==> config.mk <==
export PLATFORM = sky130hd
export DESIGN_NAME = hcw_control_word
export DESIGN_NICKNAME = d
export VERILOG_FILES = /design/src/include/hcw_pkg.sv /design/src/verilog/hcw_control_word.sv
export SDC_FILE = /design/constraint.sdc
export NUM_CORES = 1
export LEC_CHECK = 0
export ABC_AREA = 1
export ABC_CLOCK_PERIOD_IN_PS = 6800
export BUFFER_PORTS_ARGS = -buffer_cell sky130_fd_sc_hd__buf_4
export CORE_UTILIZATION = 55
export DETAILED_ROUTE_END_ITERATION = 6
export PLACE_DENSITY_LB_ADDON = 0.15
export SLEW_MARGIN = 25
export SYNTH_ARGS = -nofsm -noshare
export SYNTH_HDL_FRONTEND = slang
export SYNTH_SLANG_ARGS = --single-unit
==> constraint.sdc <==
create_clock -name core_clk_in -period 6.8 [get_ports core_clk_in]
set_input_delay 1.36 -clock core_clk_in [delete_from_list [all_inputs] [get_ports core_clk_in]]
set_output_delay 1.36 -clock core_clk_in [all_outputs]
set_load 0.005 [all_outputs]
==> src/include/hcw_pkg.sv <==
// Behaviour
// sync field one enables multi-device timing; zero disables it
// write guard set: ignore writes except to control and reference registers
// write guard acts only while output-activate is one
// 3-bit rate code selects 1024 down to 16 ksps, halving per step
// selected rate paces direct, queue and stored-memory playback alike
// output-activate enables play or sense; else low-power selects idle or sleep
package hcw_pkg;
  localparam logic [3:0] CONTROL_WORD_ADDR = 4'h5;
  localparam logic [3:0] REFERENCE_ADDR = 4'h3;
  localparam logic [11:0] CONTROL_WORD_RESET = 12'h000;
  localparam int CLK_HZ = 50000000;
  localparam int RATE_MAX_SPS = 1024000;
  // cycles per sample at the fastest code; slower codes double it per step
  localparam int BASE_DIV = CLK_HZ / RATE_MAX_SPS;
  localparam logic [15:0] BASE_DIV_CYCLES = 16'(BASE_DIV);
  localparam logic [2:0] RATE_CODE_SLOWEST = 3'h6;

  typedef enum logic [1:0] {
    HCW_ACTIVE,
    HCW_IDLE,
    HCW_SLEEP
  } hcw_power_e;

  typedef struct packed {
    logic [3:0] upper_bits;
    logic sync_enable;
    logic write_guard;
    logic reset_bit;
    logic output_activate;
    logic low_power_select;
    logic [2:0] rate_code;
  } hcw_ctrl_s;

  typedef struct packed {
    hcw_ctrl_s ctrl;
    hcw_power_e power;
    logic [15:0] tick_count;
    logic sample_tick;
  } hcw_state_s;
endpackage

==> src/verilog/hcw_control_word.sv <==
`timescale 1ns/1ps
`default_nettype none
module hcw_control_word (
  input wire logic core_clk_in,
  input wire logic rst_in,
  input wire logic wr_en_in,
  input wire logic [3:0] wr_addr_in,
  input wire logic [11:0] wr_data_in,
  output logic [11:0] control_word_out,
  output logic wr_allowed_out,
  output logic sync_enable_out,
  output logic play_enable_out,
  output logic sleep_out,
  output logic idle_out,
  output logic sleep_clear_out,
  output logic sample_tick_out,
  output logic [15:0] sample_div_out
);
  // all state sits in one struct: one comb process builds the next copy, one flop stage holds it
  hcw_pkg::hcw_state_s state;
  hcw_pkg::hcw_state_s next_state;
  logic guard_on;
  logic [15:0] div_now;

  // registers exempt from the write guard: the control word itself and the reference
  function automatic logic is_exempt_addr(input logic [3:0] addr);
    is_exempt_addr = (addr == hcw_pkg::CONTROL_WORD_ADDR)
      || (addr == hcw_pkg::REFERENCE_ADDR);
  endfunction

  // a strobe aimed at the control word; shared by the update and by the checks
  function automatic logic is_control_write(input logic en, input logic [3:0] addr);
    is_control_write = en && (addr == hcw_pkg::CONTROL_WORD_ADDR);
  endfunction

  // cycles per sample; code 7 has no rate of its own, so it runs at the slowest one
  function automatic logic [15:0] rate_div(input logic [2:0] code);
    logic [2:0] c;
    c = (code > hcw_pkg::RATE_CODE_SLOWEST) ? hcw_pkg::RATE_CODE_SLOWEST : code;
    rate_div = 16'(hcw_pkg::BASE_DIV_CYCLES << c);
  endfunction

  // guard only bites while output is active, control/reference exempt
  assign guard_on = state.ctrl.write_guard && state.ctrl.output_activate;
  // other register blocks gate their writes on this; this block stores nothing else
  assign wr_allowed_out = !guard_on || is_exempt_addr(wr_addr_in);
  assign div_now = rate_div(state.ctrl.rate_code);

  // next state: register write, power mode and sample pacing
  always_comb begin
    next_state = state;
    next_state.sample_tick = 1'b0;
    // the control word is taken even under the guard, so the host can always unlock
    if (is_control_write(wr_en_in, wr_addr_in)) begin
      next_state.ctrl = hcw_pkg::hcw_ctrl_s'(wr_data_in);
    end
    // power follows the new word at once, so mode and word never disagree
    if (next_state.ctrl.output_activate) begin
      next_state.power = hcw_pkg::HCW_ACTIVE;
    end else if (next_state.ctrl.low_power_select) begin
      next_state.power = hcw_pkg::HCW_SLEEP;
    end else begin
      next_state.power = hcw_pkg::HCW_IDLE;
    end
    // one divider serves every playback mode, so rates match across them
    if (state.power == hcw_pkg::HCW_ACTIVE) begin
      if (state.tick_count >= div_now - 16'h0001) begin
        next_state.tick_count = 16'h0000;
        next_state.sample_tick = 1'b1;
      end else begin
        next_state.tick_count = state.tick_count + 16'h0001;
      end
    end else begin
      next_state.tick_count = 16'h0000;
    end
  end

  // synchronous reset; the reset branch loads constants only
  always_ff @(posedge core_clk_in) begin
    if (rst_in) begin
      state.ctrl <= hcw_pkg::hcw_ctrl_s'(hcw_pkg::CONTROL_WORD_RESET);
      state.power <= hcw_pkg::HCW_IDLE;
      state.tick_count <= 16'h0000;
      state.sample_tick <= 1'b0;
    end else begin
      state <= next_state;
    end
  end

  // outputs come straight from the state flops or from decode of them
  assign control_word_out = state.ctrl;
  assign sync_enable_out = state.ctrl.sync_enable;
  assign play_enable_out = state.power == hcw_pkg::HCW_ACTIVE;
  assign sleep_out = state.power == hcw_pkg::HCW_SLEEP;
  assign idle_out = state.power == hcw_pkg::HCW_IDLE;
  // sleep asks the rest of the device to clear registers and memory
  assign sleep_clear_out = sleep_out;
  assign sample_tick_out = state.sample_tick;
  assign sample_div_out = div_now;

  // one divider check per rate code, the undefined code clamped to the slowest
  for (genvar k = 0; k < 8; k++) begin : g_rate_chk
    localparam int SHIFT = (k > int'(hcw_pkg::RATE_CODE_SLOWEST))
      ? int'(hcw_pkg::RATE_CODE_SLOWEST) : k;
    localparam logic [15:0] EXP_DIV = 16'(hcw_pkg::BASE_DIV_CYCLES << SHIFT);

  end
endmodule
`default_nettype wire

==> results of run 1 <==
==> kinds of logic (layout without fill, tap and decap cells) <==
| family | count (synthesis) | count (layout) | synth area share |
|---|---|---|---|
| AO/OA/AOI/OAI | 26 | 26 | 0.0736 |
| XOR/XNOR | 8 | 8 | 0.0389 |
| adder cells (fa/ha/maj) | 10 | 10 | 0.0694 |
| buffers and inverters | 60 | 87 | 0.181 |
| flip-flops | 31 | 31 | 0.344 |
| other | 1 | 10 | 0.00208 |
| AND/OR/NAND/NOR | 109 | 109 | 0.291 |
==> placed cells by master, fill, tap and decap left out <==
| cell type | netlist | layout |
|---|---|---|
| nand2_1 | 43 | 43 |
| nand3_1 | 13 | 13 |
| nand2_2 | 4 | 4 |
| nor2_1 | 25 | 25 |
| ha_1 | 10 | 10 |
| buf_4 | 20 | 46 |
| nor3_1 | 3 | 3 |
| clkbuf_1 | 4 | 1 |
| inv_1 | 30 | 30 |
| nor2_2 | 12 | 12 |
| nand3_4 | 1 | 1 |
| conb_1 | 1 | 10 |
| o21ai_1 | 1 | 1 |
| inv_2 | 3 | 3 |
| clkbuf_8 | 0 | 2 |
| o21ai_0 | 6 | 6 |
| a21oi_1 | 18 | 18 |
| xor2_1 | 4 | 4 |
| clkbuf_4 | 0 | 5 |
| nor2_4 | 2 | 2 |
| nand3_2 | 1 | 1 |
| xnor2_1 | 4 | 4 |
| nand3b_1 | 2 | 2 |
| nand2_4 | 1 | 1 |
| dfxtp_1 | 31 | 31 |
| o31ai_1 | 1 | 1 |
| nand4_1 | 2 | 2 |
==> stage by stage <==
step | instance area, sq um | util | power (mW)
finish | 2100 | 0.683 | 0.335
global route | 2100 | 0.683 | 0.354
CTS | 2100 | 0.683 | 0.340
detailed placement | 2030 | 0.661 | 0.219
global placement | 2030 | 0.661 | 0.218
floorplan | 1840 | - | 0.208
==> worst min-delay path by stage <==
stage / startpoint / end / cells after the start / slack (ps)
after floorplan: state[1] / state[1] / 1 / 420
after global placement: state[1] / state[1] / 1 / 430
after detailed placement: state[1] / state[1] / 1 / 440
after CTS: state[1] / state[1] / 1 / 460
after global routing: state[1] / state[1] / 1 / 490
final: state[1] / state[1] / 1 / 450
==> worst max-delay path, delay by kind of cell <==
kind | cells | cell delay [ps]
AND/OR/NAND/NOR | 3 | 390
buffers and inverters | 3 | 320
AO/OA/AOI/OAI | 1 | 70
==> layer usage <==
metal / global-route usage / share of wire / vias to the layer above
li1: - / - / 805
met1: 0.280 / 0.47 / 639
met2: 0.310 / 0.45 / 41
met3: 0.0699 / 0.062 / 5
met4: 0.0816 / 0.015 / 0
met5: 0 / 0 / -
==> layout make-up <==
class	count	area, sq um	share of cell area
clock buffer	8	68.8	0.0327
tap	44	55.1	0.0262
inverter	33	124	0.0589
multi-input combinational	163	890	0.423
sequential	31	621	0.295
timing repair buffer	46	345	0.164
==> flip-flops by register name, summed over array words and instances (netlist names) <==
| signal | count |
|---|---|
| sync_enable_out | 1 |
| sample_tick_out | 1 |
| control_word_out | 11 |
| state | 18 |
==> report_power, final <==
part	internal, mW	leakage, nW	total [mW]	switching (mW)
registers	0.184	0.251	0.186	0.00176
logic	0.0144	0.707	0.0285	0.0141
clock network	0.0608	0.0386	0.121	0.0602
==> flow_summary.ini, run 1 <==
[outcome]
status = finished clean

[clocking]
clockRootBuffer = clkbuf_4
htreeDepth = 2
cts_buffers = 5
cts-resized-gates = 0
holdBufCountCts = 0
clkLatencyLatePin_ps = 330
postCtsSetupBuffers = 0
clk_pin_slew_ps = 90
clkSinkCount = 31
cts_tree = done
cts.path.max_buffers = 2

[placement]
io_buffers = 46
dp_hpwl_microns = 2490
dpl.cell_count = 317
place_congestion = 0.787
post-place-ws_ps = 3310

[sta]
tns_ps = 0
fin_crit_ps = 3490
rsz0062_at_grt = false
hold_viol_final = 0
fin_crit_sh = 0.513
fin_hold_ws_ps = 452
slew_viol_final = 0
fin_skew_ps = 6.12
fmax_mhz = 287
finalSetupViolations = 0
fin_ws_ps = 3310

[worst_setup_path]
reg2reg_depth = 12
crit_required_ps = 5440
setup.worst_path.start = wr_addr_in[1]
start_kind = input port
endpoint_kind = output port
crit_path_cell_trace = buf_4 > inv_1 > nand2_1 > nor2_4 > nor3_1 > o31ai_1 > buf_4
cp_common_cell = buf_4
rr_startpoint = control_word_out[2]
critPathMaxStageDelay_ps = 230
crit_type = in -> out
rrSetupSlack_ps = 4340
rr_endpoint = state[3]
crit_arrival_ps = 2130
slowest_stage = nor2_4
cp_max_fo = 10
critPathCapture = wr_allowed_out

[die]
die-area_sq_um = 3510
start_util = 0.585
core_area_sq_um = 3080
io_pins = 54
core.rowCount = 20
die_w_microns = 59.2
die_h_microns = 59.2

[detailed_routing]
num_vias = 1490
drc_errors = 0
wirelength_microns = 3190
wl_per_cell_microns = 9.81
ant_nets = 0
via_per_inst = 4.58
drtIter0Drc = 67
first_pass_iters = 5

[layout]
insertedDiodeCount = 0
nets = 309
area_growth_pct = 16.7
finalNonFillerCells = 325
fillers = 277
drive_above_1_share = 0.274

[synth]
yosys_register_bits = 31
synth.avg_cell_area_sq_um = 7.35
synth_commonest_cells = 43 x nand2_1, 31 x dfxtp_1, 30 x inv_1
synth_top_area_frac = 0.344
synth_most_common_cell = nand2_1
synth_cells = 245
synth_area_sq_um = 1800
seq_area_frac_synth = 0.344
yosys-top-cells-area = dfxtp_1 34%, nand2_1 9.0%, buf_4 8.3%
yosysWarnings = 0
synth-main-ff-cell = dfxtp_1
synth_top_cell_by_area = dfxtp_1
synthDistinctLibCells = 28
ys_async_sr_fraction = 0
synth_edf_count = 0

[hold_path]
holdCritPathClass = reg -> reg

[global_routing]
grt_pass1_wl_microns = 5460
grt_max_degree = 17
antenna_found_initial = 0
grt_usage = 0.210
grt-ovfl-total = 0
grt_pass1_vias = 1278

[power]
powerDensity_nw_per_um2 = 159
vdd_ir_drop_max_mv = 0.122
p_leak_nw = 0.997

[job]
max_cap_violations = 0
(Power assumes the default switching activity.)
==> inputs of run 2 (changes only) <==
--- a/config.mk
+++ b/config.mk
@@ -6,9 +6,9 @@
 export NUM_CORES = 1
 export LEC_CHECK = 0
 export ABC_AREA = 1
-export ABC_CLOCK_PERIOD_IN_PS = 6800
+export ABC_CLOCK_PERIOD_IN_PS = 3400
 export BUFFER_PORTS_ARGS = -buffer_cell sky130_fd_sc_hd__buf_4
-export CORE_UTILIZATION = 55
+export CORE_UTILIZATION = 51
 export DETAILED_ROUTE_END_ITERATION = 6
 export PLACE_DENSITY_LB_ADDON = 0.15
 export SLEW_MARGIN = 25
==> constraint.sdc (replaced) <==
create_clock -name core_clk_in -period 3.4 [get_ports core_clk_in]
set_input_delay 0.68 -clock core_clk_in [delete_from_list [all_inputs] [get_ports core_clk_in]]
set_output_delay 0.68 -clock core_clk_in [all_outputs]
set_load 0.005 [all_outputs]
==> run 2 against run 1 <==
Effect of this change: core utilization down 6.3 points; clock-buffer cell count down 1; largest cell class unchanged; sequential power up 100%; worst setup slack worse by 2400 ps; routed wire length down 2.3%; sequential share of layout area up 0.23 points.
==> flow_summary.ini, run 2 (synthesized netlist as in run 1, its figures left out) <==
[layout]
largest_reg_flops = 18
top_register = state
finalNonFillerCells = 327
fin_util = 0.621
nets = 309
layout_common_cells = 46 x buf_4, 43 x nand2_1, 31 x dfxtp_1
area_growth_pct = 15.8
final_common_cell = buf_4
fin_area_sq_um = 2090
insertedDiodeCount = 0
drive_above_1_share = 0.270

[hold_path]
holdCritPathClass = reg -> reg

[die]
die_w_microns = 61.4
core_area_sq_um = 3360
die-area_sq_um = 3770
io_pins = 54
start_util = 0.536
core.rowCount = 21
die_h_microns = 61.4

[worst_setup_path]
rr_startpoint = control_word_out[2]
slowest_stage = dfxtp_1
cp_common_cell = nand2_1
reg2reg_depth = 12
setup.worst_path.start = control_word_out[2]
critPathMaxStageDelay_ps = 550
crit_path_cell_trace = nand2_1 > inv_1 > nor2_1 > ha_1 > xor2_1 > nand2_1 > ha_1 > nand2_1 > nor3_1 > nand2_2 > nand3_4 > nor2_1
critPathCapture = state[1]
cp.depth = 12
crit_arrival_ps = 2670
crit_required_ps = 3610
cp_max_fo = 13
path_buf_inv = 1
crit_family = simple AND/OR/NAND/NOR gates
endpoint_kind = flop
rr_endpoint = state[1]
start_kind = flop
rrSetupSlack_ps = 940
crit_type = reg -> reg

[sta]
tns_ps = 0
fin_crit_sh = 0.723
fin_hold_ws_ps = 454
hold_viol_final = 0
slew_viol_final = 0
fin_skew_ps = 3.48
fin_ws_ps = 943
fin_crit_ps = 2460
rsz0062_at_grt = false
fmax_mhz = 407
finalSetupViolations = 0

[global_routing]
grt_max_degree = 17
grt_usage = 0.188
grt_pass1_vias = 1249
antenna_found_initial = 0
grt_pass1_wl_microns = 5160
grt-ovfl-total = 0

[job]
max_cap_violations = 0

[detailed_routing]
drtIter0Drc = 35
wirelength_microns = 3120
num_vias = 1466
ant_nets = 0
wl_per_cell_microns = 9.53
drc_errors = 0
first_pass_iters = 5
via_per_inst = 4.48

[clocking]
cts.path.max_buffers = 2
htreeDepth = 2
clkLatencyLatePin_ps = 320
holdBufCountCts = 0
cts_tree = done
postCtsSetupBuffers = 0
cts_buffers = 5
clk_pin_slew_ps = 90
clockRootBuffer = clkbuf_4
clkSinkCount = 31
cts-resized-gates = 0

[power]
vdd_ir_drop_max_mv = 0.200
p_leak_nw = 0.987
totalPowerFinal_mw = 0.628
powerDensity_nw_per_um2 = 301

[placement]
post-place-ws_ps = 914
dpl.cell_count = 319
placed_area_sq_um = 2040
io_buffers = 46
dp_hpwl_microns = 2490
place_congestion = 0.740

[outcome]
status = finished clean
## run 2: worst min path at each step
stage	cells after the start	endpoint	startpoint	slack [ps]
CTS	1	state[1]	state[1]	460
floorplan	1	state[1]	state[1]	420
finish	1	state[1]	state[1]	450
global route	1	state[1]	state[1]	470
global placement	1	state[1]	state[1]	430
detailed placement	1	state[1]	state[1]	440
## run 2: power breakdown
part           leakage [nW]  internal (mW)  switching (mW)
clock network        0.0293         0.0805           0.120
logic                 0.707         0.0289          0.0275
registers             0.251          0.368         0.00347
total                 0.987          0.478           0.151
## run 2: final cells by class
class | count | area (sq um)
inverter | 33 | 124
tap | 46 | 57.6
fill | 333 | 1280
timing repair buffer | 46 | 345
sequential | 31 | 621
clock buffer | 7 | 45.0
multi-input combinational | 163 | 890
clock inverter | 1 | 5.00
## run 2: layer usage
layer  share of wire  global-route usage  vias up
met1            0.46               0.227      621
met5               0                   0        -
met4           0.014              0.0762        0
li1                -                   -      800
met2            0.47               0.306       40
met3           0.063              0.0651        5
